===== src/include/apso_pkg.sv =====
`default_nettype none
package apso_pkg;
  localparam int CODE_W    = 12;
  localparam int IN_W      = 14;
  localparam int LATENCY   = 6;
  localparam int FIFO_DEPTH = 4;
  // offset binary: signed zero sits at mid code
  localparam logic [CODE_W-1:0] CODE_MIN = 12'h000;
  localparam logic [CODE_W-1:0] CODE_MAX = 12'hfff;
  localparam logic [CODE_W-1:0] CODE_MID = 12'h800;
  localparam logic [CODE_W-1:0] BUS_RST  = 12'h000;

  typedef struct packed {
    logic              valid;
    logic [CODE_W-1:0] code;
  } apso_word_t;
endpackage : apso_pkg
`default_nettype wire


===== src/hdl/apso_fifo.sv =====
`default_nettype none
module apso_fifo #(
  parameter int W     = 12,
  parameter int DEPTH = 4
) (
  input  wire logic         core_clk,
  input  wire logic         rst_n,
  input  wire logic         in_valid,
  output logic              in_ready,
  input  wire logic [W-1:0] in_data,
  output logic              out_valid,
  input  wire logic         out_ready,
  output logic [W-1:0]      out_data
);
  localparam int AW = (DEPTH > 1) ? $clog2(DEPTH) : 1;

  logic [W-1:0]  mem_r [DEPTH];
  logic [AW-1:0] wr_r, wr_nxt, rd_r, rd_nxt;
  logic [AW:0]   cnt_r, cnt_nxt;
  logic          push, pop;

  function automatic logic [AW-1:0] inc(input logic [AW-1:0] p);
    inc = (p == AW'(DEPTH - 1)) ? '0 : p + 1'b1;
  endfunction : inc

  //////////////////////////////////////////////////////////////////////
  always_comb begin
    in_ready  = (cnt_r != (AW+1)'(DEPTH));
    out_valid = (cnt_r != '0);
    out_data  = mem_r[rd_r];
    push      = in_valid && in_ready;
    pop       = out_valid && out_ready;
    wr_nxt    = push ? inc(wr_r) : wr_r;
    rd_nxt    = pop ? inc(rd_r) : rd_r;
    cnt_nxt   = cnt_r + (AW+1)'(push) - (AW+1)'(pop);
  end

  always_ff @(posedge core_clk or negedge rst_n) begin
    if (!rst_n) begin
      wr_r  <= '0;
      rd_r  <= '0;
      cnt_r <= '0;
    end else begin
      wr_r  <= wr_nxt;
      rd_r  <= rd_nxt;
      cnt_r <= cnt_nxt;
    end
  end

  // storage needs no reset; count guards every read
  always_ff @(posedge core_clk) begin
    if (push) begin
      mem_r[wr_r] <= in_data;
    end
  end
endmodule : apso_fifo
`default_nettype wire


===== src/hdl/apso_top.sv =====
// Contract
// - result is 12-bit offset binary code
// - result appears six conversion edges after sampling
// - samples taken on conversion clock rising edge
// - bus driven when enable low, else released
// - sleep input high means power-down mode
// - bus bit 0 LSB, bit 11 MSB
// - out of range saturates to 0 or 4095
`default_nettype none
module apso_top #(
  parameter int IN_W = apso_pkg::IN_W
) (
  input  wire logic                        core_clk,
  input  wire logic                        rst_n,
  input  wire logic                        conv_clk,
  input  wire logic signed [IN_W-1:0]      sample_in,
  input  wire logic                        out_enable_n,
  input  wire logic                        sleep_request,
  output logic [apso_pkg::CODE_W-1:0]      sample_bus_o,
  output logic [apso_pkg::CODE_W-1:0]      sample_bus_oe,
  output logic                             sleeping,
  output logic                             overrun
);
  localparam int CW = apso_pkg::CODE_W;
  localparam int NS = apso_pkg::LATENCY;

  //////////////////////////////////////////////////////////////////////
  // pin synchronisers; data skew vs clock is at most one core cycle
  logic [2:0]        clk_sync_r;
  logic [1:0]        oe_sync_r, sleep_sync_r;
  logic [IN_W-1:0]   in_meta_r, in_sync_r;

  always_ff @(posedge core_clk or negedge rst_n) begin
    if (!rst_n) begin
      clk_sync_r   <= '0;
      oe_sync_r    <= 2'h3;
      sleep_sync_r <= 2'h0;
      in_meta_r    <= '0;
      in_sync_r    <= '0;
    end else begin
      clk_sync_r   <= {clk_sync_r[1:0], conv_clk};
      oe_sync_r    <= {oe_sync_r[0], out_enable_n};
      sleep_sync_r <= {sleep_sync_r[0], sleep_request};
      in_meta_r    <= sample_in;
      in_sync_r    <= in_meta_r;
    end
  end

  logic conv_rise, oe_n_s, sleep_s;
  assign conv_rise = clk_sync_r[1] && !clk_sync_r[2];
  assign oe_n_s    = oe_sync_r[1];
  assign sleep_s   = sleep_sync_r[1];

  //////////////////////////////////////////////////////////////////////
  // signed input to offset binary with clamping
  function automatic logic [CW-1:0] to_code(input logic signed [IN_W-1:0] v);
    logic signed [IN_W:0] s;
    s = $signed({v[IN_W-1], v}) + $signed((IN_W+1)'(apso_pkg::CODE_MID));
    if (s < 0)
      to_code = apso_pkg::CODE_MIN;
    else if (s > $signed((IN_W+1)'(apso_pkg::CODE_MAX)))
      to_code = apso_pkg::CODE_MAX;
    else
      to_code = s[CW-1:0];
  endfunction : to_code

  //////////////////////////////////////////////////////////////////////
  // conversion pipeline, one stage per rising edge
  apso_pkg::apso_word_t pipe_r [NS];
  apso_pkg::apso_word_t pipe_nxt [NS];
  logic                 fifo_in_ready, advance, overrun_nxt, overrun_r;

  // a full fifo freezes the pipe while the last stage is valid; an awake edge's sample is lost and flagged
  assign advance = conv_rise && (fifo_in_ready || !pipe_r[NS-1].valid);

  always_comb begin
    pipe_nxt    = pipe_r;
    overrun_nxt = overrun_r;
    if (advance) begin
      pipe_nxt[0].valid = !sleep_s;
      pipe_nxt[0].code  = to_code(in_sync_r);
      for (int i = 1; i < NS; i++) begin
        pipe_nxt[i] = pipe_r[i-1];
      end
    end else if (conv_rise && !sleep_s) begin
      overrun_nxt = 1'b1;
    end
    if (conv_rise && !sleep_s && advance) begin
      overrun_nxt = 1'b0;
    end
  end

  always_ff @(posedge core_clk or negedge rst_n) begin
    if (!rst_n) begin
      for (int i = 0; i < NS; i++) begin
        pipe_r[i] <= '0;
      end
      overrun_r <= 1'b0;
    end else begin
      pipe_r    <= pipe_nxt;
      overrun_r <= overrun_nxt;
    end
  end

  //////////////////////////////////////////////////////////////////////
  logic          fifo_out_valid, fifo_out_ready;
  logic [CW-1:0] fifo_out_data;

  // drain stalls while asleep so the output holds its last word
  assign fifo_out_ready = !sleep_s;

  apso_fifo #(
    .W     (CW),
    .DEPTH (apso_pkg::FIFO_DEPTH)
  ) u_fifo (
    .core_clk  (core_clk),
    .rst_n     (rst_n),
    .in_valid  (advance && pipe_r[NS-1].valid),
    .in_ready  (fifo_in_ready),
    .in_data   (pipe_r[NS-1].code),
    .out_valid (fifo_out_valid),
    .out_ready (fifo_out_ready),
    .out_data  (fifo_out_data)
  );

  //////////////////////////////////////////////////////////////////////
  // output register and drivers
  logic [CW-1:0] bus_r, bus_nxt, oe_r, oe_nxt;
  logic          sleep_r, sleep_nxt;

  always_comb begin
    bus_nxt   = bus_r;
    if (fifo_out_valid && fifo_out_ready) begin
      bus_nxt = fifo_out_data;
    end
    oe_nxt    = oe_n_s ? '0 : '1;
    sleep_nxt = sleep_s;
  end

  always_ff @(posedge core_clk or negedge rst_n) begin
    if (!rst_n) begin
      bus_r   <= apso_pkg::BUS_RST;
      oe_r    <= '0;
      sleep_r <= 1'b0;
    end else begin
      bus_r   <= bus_nxt;
      oe_r    <= oe_nxt;
      sleep_r <= sleep_nxt;
    end
  end

  assign sample_bus_o  = bus_r;
  assign sample_bus_oe = oe_r;
  assign sleeping      = sleep_r;
  assign overrun       = overrun_r;
endmodule : apso_top
`default_nettype wire


===== config.mk =====
export PLATFORM = sky130hd
export DESIGN_NAME = apso_top
export DESIGN_NICKNAME = d
export VERILOG_FILES = /design/src/include/apso_pkg.sv /design/src/hdl/apso_fifo.sv /design/src/hdl/apso_top.sv
export SDC_FILE = /design/constraint.sdc
export NUM_CORES = 1
export LEC_CHECK = 0
export ABC_CLOCK_PERIOD_IN_PS = 3100
export BUFFER_PORTS_ARGS = -buffer_cell sky130_fd_sc_hd__buf_4
export CAP_MARGIN = 20
export CORE_MARGIN = 3
export CORE_UTILIZATION = 30
export DETAILED_ROUTE_END_ITERATION = 8
export GPL_ROUTABILITY_DRIVEN = 0
export PLACE_DENSITY = 0.44
export SYNTH_ARGS = -nofsm -noshare
export SYNTH_HDL_FRONTEND = slang
export SYNTH_SLANG_ARGS = --single-unit

===== constraint.sdc =====
create_clock -name core_clk -period 3.1 [get_ports core_clk]
set_clock_uncertainty 0.05 [all_clocks]
set_input_delay 0.465 -clock core_clk [delete_from_list [all_inputs] [get_ports core_clk]]
set_output_delay 0.465 -clock core_clk [all_outputs]
set_load 0.02 [all_outputs]

After elaboration in Yosys (flattened, before gate mapping). Memories as Yosys holds them, arrays and structs flattened. A register that Yosys moved wholly into a read port is not among the register bits. Cells that the tools add are included.

Add/sub/neg operators: 5. $lt $le $gt $ge: 2. Eq/ne operators: 4. Multiplexer cells: 10. Reductions and logical operators: 15.

Operators with widths (number): 12-bit 2-to-1 mux (3); 14-bit by 13-bit adder with 15-bit output, second input constant (1); 15-bit by 13-bit greater-than comparator with 1-bit output, second input constant (1); 15-bit by 1-bit < comparator with 1-bit output, second input constant (1); 1-bit logical AND (7); 1-bit 2-to-1 mux (5); 2-bit by 1-bit adder with 2-bit output, second input constant (2); 2-bit == test, second input constant (2); 1-bit zero test (4); 2-bit 2-to-1 mux (2); 3-bit by 1-bit adder with 3-bit output (1); 3-bit != test, second input constant (1); 3-bit nonzero test (1); 3-bit by 1-bit subtractor with 3-bit output (1); 2-bit by 1-bit != test with 1-bit output, second input constant (1); 2-bit AND reduction (1); 2-bit nonzero test (1); 1-bit logical OR (1).

Flip-flop bits (word level): 134. Memory bits (writable): 48. Bits of input ports: 19. Output and inout port bits: 26. Logic and storage cells: 60. Memories: 1.

Memories: u_fifo.mem_r (depth 4, bits a word 12, rd ports 1, clocked after memory_dff 1, wr ports 1, line apso_fifo.sv:17) `logic [W-1:0] mem_r [DEPTH];`.

Depth between registers and ports, before layout. Gate-level depths: netlist of run 1.

Depth in word-level cells: 7. Mapped depth: 10.

Hierarchy. Synthesis of run 1 repeated with hierarchy kept, for this count alone.

Cell total of the unflattened synthesis: 389. Area total of the unflattened synthesis: 6717.7 µm².

Modules (own cells, without submodules): apso_top (instances 1, cells each 288, area each 4540.6 µm², seq. area each 3205.6 µm²); apso_fifo (instances 1, cells each 101, area each 2177.1 µm², seq. area each 1616.6 µm²).

Least setup slack after synthesis of run 1. No wires, ideal clock.

Path kind: flip-flop to flip-flop. Start: register u_fifo.cnt_r[1]. End: register u_fifo.cnt_r[2]. Setup time: 0.126 ns. Arrival time: 2.050 ns. Required time: 2.924 ns. Slack: 0.873 ns. Stages on the path, launching flop included: 11. Period minus slack after synthesis: 2.227 ns. Cells stage by stage: dfrtp_1 -> nor3_1 -> nor2_2 -> buf_4 -> ha_1 -> inv_1 -> ha_1 -> inv_1 -> fa_1 -> xnor2_1 -> xnor2_1.

Elaborated cells on any way between the ends: 9. Those cells by class: add/sub: 2; eq/ne: 1; reduce/logical: 6.

RTL lines: start, declared (line apso_fifo.sv:19) `logic [AW:0] cnt_r, cnt_nxt;`; start signal, assigned (line apso_fifo.sv:46) `cnt_r <= cnt_nxt;`; 3-bit nonzero test (line apso_fifo.sv:29) `out_valid = (cnt_r != '0);`; 1-bit logical AND (line apso_fifo.sv:32) `pop = out_valid && out_ready;`; net u_fifo.pop (line apso_fifo.sv:20) `logic push, pop;`; 3-bit by 1-bit subtractor with 3-bit output (line apso_fifo.sv:35) `cnt_nxt = cnt_r + (AW+1)'(push) - (AW+1)'(pop);`; net u_fifo.cnt_nxt[2] (line apso_fifo.sv:19).

The timed path passes the listed nets, and every way through them passes these cells. A chain may end at the register's enable or synchronous reset.

Worst setup path in the final report of run 1.
Start: register clk_sync_r[1]. End: register u_fifo.cnt_r[2].

Longest elaborated chain between the ends: 6.

RTL lines: start, declared (line apso_top.sv:29) `logic [2:0] clk_sync_r;`; start signal, assigned (line apso_top.sv:41) `clk_sync_r <= {clk_sync_r[1:0], conv_clk};`; 1-bit logical AND (line apso_top.sv:50) `assign conv_rise = clk_sync_r[1] && !clk_sync_r[2];`; 1-bit logical AND (line apso_top.sv:74) `assign advance = conv_rise && (fifo_in_ready || !pipe_r[NS-1].valid);`; 1-bit logical AND (line apso_top.sv:118) `.in_valid (advance && pipe_r[NS-1].valid),`; 1-bit logical AND (line apso_fifo.sv:31) `push = in_valid && in_ready;`; net u_fifo.push (line apso_fifo.sv:20); 3-bit by 1-bit adder with 3-bit output (line apso_fifo.sv:35); 3-bit by 1-bit subtractor with 3-bit output (line apso_fifo.sv:35); net u_fifo.cnt_nxt[2] (line apso_fifo.sv:19).

The timed path passes the listed nets, and every way through them passes these cells.

==> results of run 1 <==
worst max path at each step:
| stage | slack, ns | endpoint |
|---|---|---|
| global route | 0.65 | u_fifo.cnt_r[2] |
| global placement | 0.96 | u_fifo.cnt_r[2] |
| CTS | 0.86 | u_fifo.cnt_r[2] |
| floorplan | 0.87 | u_fifo.cnt_r[2] |
| detailed placement | 0.88 | u_fifo.cnt_r[2] |
| finish | 0.89 | u_fifo.cnt_r[2] |
routing by layer:
metal,share of wire [%],global-route usage (%)
met1,49,12.90
met3,3.2,2.497
met4,1.6,4.127
met5,0,0
met2,46,14.35
power groups by stage:
stage / registers (W) / clock network (W) / logic [W]
detailed placement: 0.00338 / 0 / 0.00113
global placement: 0.00335 / 0 / 0.00110
floorplan: 0.00333 / 0 / 0.000820
global route: 0.00340 / 0.00256 / 0.00126
finish: 0.00332 / 0.00240 / 0.00111
CTS: 0.00334 / 0.00247 / 0.00114
layout make-up:
type	count	area [sq um]	area share, %
Tap cell	280	350.3	4.380
Multi-Input combinational cell	300	1712	21.40
Sequential cell	183	4822	60.28
Inverter	9	33.78	0.4223
Clock inverter	15	239.0	2.988
Timing Repair Buffer	53	416.7	5.209
Clock buffer	17	425.4	5.318
cells in the mapped netlist, types with 3 or more instances:
cell	count
ha_1	9
buf_4	12
buf_2	10
mux2_4	8
dfrtp_1	133
xnor2_1	3
nand2_1	211
clkbuf_1	8
edfxtp_1	48
and2_1	4
mux2_2	8
nor2_1	14
inv_1	9
o21ai_0	15
mux4_2	8
nand4_1	3
mux4_1	4
critical path, stage by stage (launching register included):
cell and delay [ns]:
dfrtp_1 0.36, nor2b_1 0.23, nand2_1 0.09, a21oi_1 0.43
ha_1 0.23, inv_1 0.05, fa_1 0.37, xnor2_1 0.19
xnor2_1 0.14
cells by family (layout without fill, tap and decap cells):
| group | count (synthesis) | after routing |
|---|---|---|
| xor gates and xnor gates | 3 | 3 |
| AOI/OAI and AO/OA | 18 | 18 |
| muxes | 28 | 28 |
| buffers and inverters | 41 | 94 |
| DFF | 183 | 183 |
| and+or+nand+nor | 241 | 241 |
| adders and majority gates | 10 | 10 |
through the flow:
step | util [%] | hold WS (ns) | setup WS [ns] | power, W | instance area, sq um
finish | 36.43 | 0.09609 | 0.8889 | 0.006831 | 7999
global route | 36.43 | 0.07184 | 0.6483 | 0.007215 | 7999
CTS | 36.43 | 0.07033 | 0.8641 | 0.006950 | 7999
detailed placement | 33.36 | 0.2847 | 0.8829 | 0.004516 | 7325
global placement | 33.36 | 0.2817 | 0.9576 | 0.004456 | 7325
floorplan | - | 0.1194 | 0.8735 | 0.004154 | 6761
sequential cells by signal (all words and copies together) (netlist names):
signal / count
sample_bus_o: 12
u_fifo.mem_r: 48
clk_sync_r: 3
in_sync_r: 14
in_meta_r: 14
sleep_sync_r: 2
u_fifo.rd_r: 2
sample_bus_oe: 1
sleeping: 1
pipe_r: 78
u_fifo.wr_r: 2
oe_sync_r: 2
u_fifo.cnt_r: 3
overrun: 1
==> results.json, run 1 <==
{
  "tightest_slew_ns": 0.7678,
  "status": "complete, no violations",
  "grt_max_degree": 61,
  "synth-seq-cells": 183,
  "numClockSinks": 183,
  "synth_nets": 553,
  "htree_levels": 4,
  "clock.fmax_mhz": 452.3,
  "yosys.area.top_type": "dfrtp_1",
  "wl_mm": 10.73,
  "syn_area_sq_um": 6761,
  "p_per_area_nw_per_um2": 854.0,
  "slew_viol_final": 0,
  "p_sw_share_pct": 26.53,
  "clk_latency_ns": 0.42,
  "antenna_found_initial": 0,
  "hpwl_mm": 6.752,
  "layout_commonest_cell": "nand2_1",
  "clkTransAtPathRegs_ns": 0.07,
  "drive_above_1_share_pct": 19.76,
  "rsz0062_at_grt": "false",
  "instances_no_fill": 857,
  "max_cap_viol_count": 0,
  "vias": 3599,
  "synth_cell_types": 30,
  "holdPathStages": 1,
  "chipWidth_microns": 156.1,
  "cp.required_ns": 3.40,
  "drt-initial-drc-count": 268,
  "synth_cells": 524,
  "whs_endpoint": "oe_sync_r[0]",
  "ctsResizeCount": 0,
  "finalSetupTns_ns": 0,
  "switchingPower_w": 0.001812,
  "muxShareOfSynthArea_pct": 7.328,
  "first_pass_iters": 4,
  "io_pins": 45,
  "coreArea_sq_um": 21960,
  "drc": 0,
  "crit_type": "register to register",
  "netlist.area_leader.share_pct": 49.22,
  "comb_power_share_pct": 16.3,
  "peakVddDrop_mv": 0.4043,
  "nets": 593,
  "die_area_sq_um": 24380,
  "synthSimpleGateAreaFrac_pct": 14.10,
  "cts_buffers": 17,
  "final_cell_mix": "nand2_1 (210), dfrtp_1 (133), buf_4 (50)",
  "synth_xor_xnor_area_share_pct": 0.3886,
  "dp.cells": 824,
  "port_buffers": 44,
  "endpoint_kind": "register",
  "p_int_w": 0.005019,
  "post-cts-setup-buffer-count": 0,
  "row_count": 54,
  "finalCriticalPeriod_ns": 2.211,
  "syn_avg_cell_area_sq_um": 12.90,
  "routedWlPerCell_microns": 12.52,
  "r2r_start": "clk_sync_r[1]",
  "r2r-end": "u_fifo.cnt_r[2]",
  "p_leak_nw": 3.674,
  "setup_violations": 0,
  "hold_viol_final": 0,
  "via_per_inst": 4.200,
  "ant_nets": 0,
  "fill_cells": 2109,
  "synth.yosys.warnings": 0,
  "p_clk_share_pct": 35.1,
  "first_global_vias": 3655,
  "start_util_pct": 30.79,
  "cts_tree": "yes",
  "hold_class": "input pin to register",
  "area_delta_synth_final_pct": 18.30,
  "relSlewSlack_pct": 48.81,
  "antennaDiodeCount": 0,
  "min_period_over_period_pct": 71.32,
  "grt_pass1_wl_mm": 18.52,
  "clk_path_buf_depth": 2,
  "ys.flop_type": "dfrtp_1",
  "synthArstFlopShare_pct": 73.77,
  "synth-compound-area-share_pct": 1.425,
  "overflow": 0,
  "r2r_cells": 8,
  "startpoint": "clk_sync_r[1]",
  "cts_root_buffer": "clkbuf_16",
  "cp_max_fo": 7,
  "critPathLaunchType": "register",
  "fp.dieH_microns": 156.1,
  "cts_hold_buf": 1,
  "synth-edff-count": 48,
  "synth_seq_area_share_pct": 71.32,
  "grt.total_usage_pct": 9.477,
  "r2r_setup_slack_ns": 0.89,
  "synth_top_family_by_area": "simple AND/OR/NAND/NOR gates",
  "pwr-share-seq_pct": 48.6,
  "yosys.area_share.adder_pct": 1.962,
  "hp-start": "out_enable_n",
  "cp.arrival_ns": 2.51,
  "synthTopCellsByArea": "dfrtp_1 (49%), edfxtp_1 (21%), nand2_1 (12%)"
}
(Power assumes the default switching activity.)
==> run 2, diff against run 1 <==
- ABC_CLOCK_PERIOD_IN_PS: 3100 -> 1790
- PLACE_DENSITY: 0.44 -> 0.46
- clock period: 3.1 -> 1.79 ns (I/O delays scaled with it)
==> run 2 against run 1 <==
Against the previous run: the flow now finishes with violations (negative setup slack); largest power group unchanged; power grew 69%; sequential power grew 70%; fmax grew 17%; sequential cell count is the same; count of clock-buffer cells in the layout grew 1; sequential share of layout area shrank 2.9 points; global-route usage grew 0.42 points; combinational power grew 120%; register-to-register slack lost 0.98 ns; cell count grew 4.2%; highest routed layer unchanged; worst setup slack lost 0.98 ns.
==> results.json, run 2 (same netlist as run 1, synthesis figures left out) <==
{
  "rsz0062_at_grt": "true",
  "first_pass_iters": 4,
  "tightest_slew_ns": 0.6294,
  "io_pins": 45,
  "regMostFlops": "pipe_r",
  "area_delta_synth_final_pct": 24.35,
  "dpl_cell_area_sq_um": 7571,
  "max_cap_viol_count": 0,
  "design_area_sq_um": 8408,
  "coreArea_sq_um": 21960,
  "setup_violations": 2,
  "drt-initial-drc-count": 173,
  "htree_levels": 4,
  "finalCriticalPeriod_ns": 1.882,
  "largest_reg_flops": 78,
  "instances_no_fill": 893,
  "p_total_w": 0.01155,
  "grt.total_usage_pct": 9.893,
  "port_buffers": 44,
  "cts_root_buffer": "clkbuf_16",
  "drive_above_1_share_pct": 24.14,
  "path_cells": "nor3_2 > nor2_2 > ha_4 > inv_2 > ha_4 > inv_2 > fa_2 > xnor2_2 > xnor2_1",
  "crit_type": "register to register",
  "hpwl_mm": 6.679,
  "nets": 629,
  "startpoint": "u_fifo.cnt_r[0]",
  "fin_hold_ws_ns": 0.2689,
  "grt_pass1_wl_mm": 19.18,
  "grt_max_degree": 55,
  "r2r_cells": 9,
  "r2r_setup_slack_ns": -0.09,
  "relSlewSlack_pct": 58.04,
  "numClockSinks": 183,
  "row_count": 54,
  "routedWlPerCell_microns": 12.52,
  "layout_commonest_cell": "nand2_1",
  "clock.fmax_mhz": 531.3,
  "r2r-end": "u_fifo.cnt_r[2]",
  "antennaDiodeCount": 0,
  "endpoint": "u_fifo.cnt_r[2]",
  "clk_latency_ns": 0.41,
  "p_per_area_nw_per_um2": 1374,
  "fp.dieH_microns": 156.1,
  "r2r_start": "u_fifo.cnt_r[0]",
  "wl_mm": 11.18,
  "endpoint_kind": "register",
  "antenna_found_initial": 0,
  "clkTransAtPathRegs_ns": 0.07,
  "min_period_over_period_pct": 105.2,
  "worst_slack_ns": -0.09230,
  "die_area_sq_um": 24380,
  "cts_buffers": 17,
  "p_leak_nw": 3.841,
  "dp.cells": 839,
  "slew_viol_final": 0,
  "fin_util_pct": 38.29,
  "slowest_stage": "dfrtp_1",
  "status": "finished, violations left",
  "hold_class": "input pin to asynchronous set/reset pin",
  "overflow": 0,
  "via_per_inst": 4.155,
  "ant_nets": 0,
  "drc": 0,
  "violations": "negative setup slack",
  "peakVddDrop_mv": 0.6339,
  "start_util_pct": 30.79,
  "vias": 3710,
  "hold_viol_final": 0,
  "cts_tree": "yes",
  "cp_max_fo": 2,
  "final_cell_mix": "nand2_1 (210), dfrtp_1 (132), buf_4 (59)",
  "clk_path_buf_depth": 2,
  "first_global_vias": 3934,
  "max_stage_delay_ns": 0.39,
  "critPathLaunchType": "register",
  "chipWidth_microns": 156.1,
  "largestRegisters": "pipe_r x78, u_fifo.mem_r x48",
  "cp.arrival_ns": 2.16,
  "cp.required_ns": 2.07
}
==> run 2: worst min path at each step <==
| stage | end | cells after the start |
|---|---|---|
| CTS | sample_bus_o[0] | 2 |
| global route | u_fifo.rd_r[0] | 2 |
| detailed placement | sample_bus_o[0] | 1 |
| finish | sample_bus_o[0] | 2 |
| floorplan | clk_sync_r[0] | 0 |
| global placement | sample_bus_o[0] | 1 |
==> run 2: area by class of cell <==
| cell class | instances | area [sq um] |
|---|---|---|
| Inverter | 9 | 33.78 |
| Clock buffer | 18 | 429.2 |
| Clock inverter | 14 | 131.4 |
| Fill cell | 2106 | 13550 |
| Multi-Input combinational cell | 300 | 1775 |
| Tap cell | 280 | 350.3 |
| Sequential cell | 183 | 4823 |
| Timing Repair Buffer | 89 | 864.6 |
==> run 2: where the power goes <==
part | internal [W] | total (W) | leakage, nW | switching [W]
logic | 0.00128 | 0.00239 | 1.46 | 0.00111
clock network | 0.00184 | 0.00351 | 0.267 | 0.00167
registers | 0.00514 | 0.00566 | 2.11 | 0.000515
total | 0.00826 | 0.0116 | 3.84 | 0.00329
==> run 2: what timing repair did <==
item	CTS	global route
endpoints found under the setup margin	2	55
hold buffers	18	0
gates cloned	0	2
buffers inserted	2	1
endpoints found under the hold margin	47	0
gates resized for setup	2	10
pin swaps	6	4
==> run 2: stage by stage <==
stage	TNS (ns)	worst slack, ns
after detailed placement	-0.1857	-0.1358
after CTS	-0.1720	-0.1298
after floorplan	-1.322	-0.2681
after global placement	-0.04413	-0.04413
final	-0.09933	-0.09230
after global routing	-0.2309	-0.1668
==> run 2: per-layer routing <==
metal,wire length [microns],GRT usage [%],vias up
met4,93,3.126,0
met5,0,0,-
li1,-,-,1868
met1,5181,12.29,1788
met3,302,2.996,8
met2,5606,16.64,46
==> run 2: critical path: cells and delay by family (launching register included) <==
family,cells,cell delay (ns)
buf+inv,2,0.09
flops,1,0.39
xor+xnor,2,0.32
fa+ha+maj,3,0.66
simple gates,2,0.28
==> run 3, diff against run 2 <==
- PLACE_DENSITY: 0.46 -> 0.44
- SETUP_SLACK_MARGIN: unset -> 0.2
==> run 3 against run 2 <==
Against the previous run: the flow still finishes with violations (negative setup slack); critical path depth unchanged; cell count increased by 2.2%; utilization grew 2.3 points; combinational power up 14%; die area is the same; sequential share of layout area is 3.3 points lower; non-clock buffer count grew 20; sequential power grew 1%; clock power is 6.6% higher; wire length grew 12%; sequential cell count unchanged; first-iteration DRC count rose by 29%; largest cell class unchanged; highest routed layer unchanged.
==> results.json, run 3 (same netlist as run 1, synthesis figures left out) <==
{
  "status": "finished, violations left",
  "violations": "negative setup slack",
  "layout_commonest_cell": "nand2_1",
  "cp_max_fo": 2,
  "instances_no_fill": 913,
  "worst_slack_ns": -0.1164,
  "numClockSinks": 183,
  "clk_latency_ns": 0.42,
  "die_area_sq_um": 24380,
  "chipWidth_microns": 156.1,
  "fp.dieH_microns": 156.1,
  "fill_cells": 2055,
  "peakVddDrop_mv": 0.6646,
  "cts_root_buffer": "clkbuf_16",
  "met1_usage_pct": 12.35,
  "coreArea_sq_um": 21960,
  "p_int_w": 0.008831,
  "via_per_inst": 4.205,
  "p_clk_share_pct": 30.6,
  "finalSetupTns_ns": -0.1545,
  "row_count": 54,
  "grt_util_met3_pct": 3.162,
  "first_pass_iters": 5,
  "dp.cells": 843,
  "p_per_area_nw_per_um2": 1368,
  "grtUsageMet2_pct": 17.81,
  "io_pins": 45,
  "finalCriticalPeriod_ns": 1.906,
  "cts_buffers": 17,
  "largest_reg_flops": 78,
  "drt-initial-drc-count": 223,
  "slew_viol_final": 0,
  "crit_type": "register to register",
  "endpoint_kind": "register",
  "rsz0062_at_grt": "true",
  "switchingPower_w": 0.003375,
  "fin_util_pct": 40.62,
  "antenna_found_initial": 0,
  "start_util_pct": 30.79,
  "p_sw_share_pct": 27.65,
  "relSlewSlack_pct": 74.29,
  "overflow": 0,
  "ff_latch_area_sq_um": 4825,
  "antennaDiodeCount": 0,
  "cp.arrival_ns": 2.16,
  "htree_levels": 4,
  "grt_pass1_wl_mm": 19.61,
  "regMostFlops": "pipe_r",
  "setup_violations": 2,
  "drive_above_1_share_pct": 31.91,
  "port_buffers": 44,
  "p_leak_nw": 4.130,
  "routedWlPerCell_microns": 13.72,
  "pwr-share-seq_pct": 47.0,
  "busiest_layer": "met2",
  "largestRegisters": "pipe_r x78, u_fifo.mem_r x48",
  "cp.required_ns": 2.05,
  "final_cell_mix": "nand2_1 (181), dfrtp_1 (131), buf_4 (61)",
  "multi_input_area_sq_um": 1919,
  "clk_path_buf_depth": 2,
  "hold_viol_final": 0,
  "clock.fmax_mhz": 524.6,
  "clkTransAtPathRegs_ns": 0.07,
  "min_period_over_period_pct": 106.5,
  "drc": 0,
  "max_cap_viol_count": 0,
  "critPathLaunchType": "register",
  "vias": 3839,
  "first_global_vias": 3837,
  "comb_power_share_pct": 22.4,
  "r2r_setup_slack_ns": -0.12,
  "cts_tree": "yes",
  "grt_max_degree": 52,
  "hold_class": "input pin to asynchronous set/reset pin",
  "nets": 649,
  "area_delta_synth_final_pct": 31.92,
  "grt.total_usage_pct": 10.36,
  "ant_nets": 0,
  "wl_mm": 12.52,
  "tightest_slew_ns": 0.3857,
  "hpwl_mm": 6.990
}
==> run 3: cell types whose count changed in the layout (fill, tap and decap cells not counted), sizes merged <==
cell	change
buf	+17
clkinv	+3
bufinv	+2
inv	-6
clkbuf	+4
==> run 3: cell type report <==
type                            count  share of cell area [%]
Clock buffer                       19                   5.092
Clock inverter                     13                   1.641
Inverter                            9                  0.4068
Multi-Input combinational cell    300                   21.52
Sequential cell                   183                   54.09
Tap cell                          280                   3.928
Timing Repair Buffer              109                   13.33
==> run 3: worst max-delay path, cell delays in order, from the launching register on <==
cell and delay [ns]:
dfrtp_1 0.41, nor3_2 0.18, nor2_2 0.08, ha_4 0.25
inv_4 0.05, ha_4 0.12, inv_2 0.04, fa_2 0.35
xnor2_2 0.15, xnor2_1 0.12
==> run 3: what timing repair did <==
action,in CTS,in global routing
hold buffers,18,0
pin swaps,3,12
setup buffers,4,6
hold endpoints to repair,46,0
gates cloned,4,6
resized for setup,14,70
setup endpoints to repair,62,118
==> run 3: path summary, 6_finish.rpt <==
path / from / endpoint / depth (start not counted)
worst max-delay path: u_fifo.cnt_r[2] / u_fifo.cnt_r[2] / 9
worst min-delay path: rst_n / sample_bus_oe[10] / 2
worst max register to register: u_fifo.cnt_r[2] / u_fifo.cnt_r[2] / 9
worst min register to register: in_meta_r[4] / in_sync_r[4] / 0
max in group asynchronous: rst_n / in_meta_r[11] / 3
min in group core_clk: in_meta_r[4] / in_sync_r[4] / 0
==> run 3: power by group through the flow <==
| stage | Combinational [W] | Sequential (W) | Clock [W] |
|---|---|---|---|
| floorplan | 0.00147 | 0.00578 | 0 |
| global placement | 0.00227 | 0.00573 | 0 |
| detailed placement | 0.00231 | 0.00577 | 0 |
| CTS | 0.00243 | 0.00570 | 0.00387 |
| global route | 0.00302 | 0.00587 | 0.00406 |
| finish | 0.00273 | 0.00574 | 0.00374 |
==> run 3: metal layers <==
layer / up-vias / routed length [microns]
met5: - / 0
met4: 0 / 72
met3: 6 / 376
met2: 54 / 6614
met1: 1875 / 5458
li1: 1904 / -
==> run 3: per-stage QoR <==
step	hold WS (ns)	cell area (sq um)	setup slack, ns	total power [W]
6_report	0.2712	8920	-0.1164	0.01221
5_1_grt	0.2844	8920	-0.2018	0.01295
4_1_cts	0.2728	8554	-0.09354	0.01200
3_5_place_dp	0.1587	7606	-0.09511	0.008082
3_3_place_gp	0.1538	7606	-0.05140	0.008004
2_1_floorplan	-0.07709	6804	-0.2681	0.007252
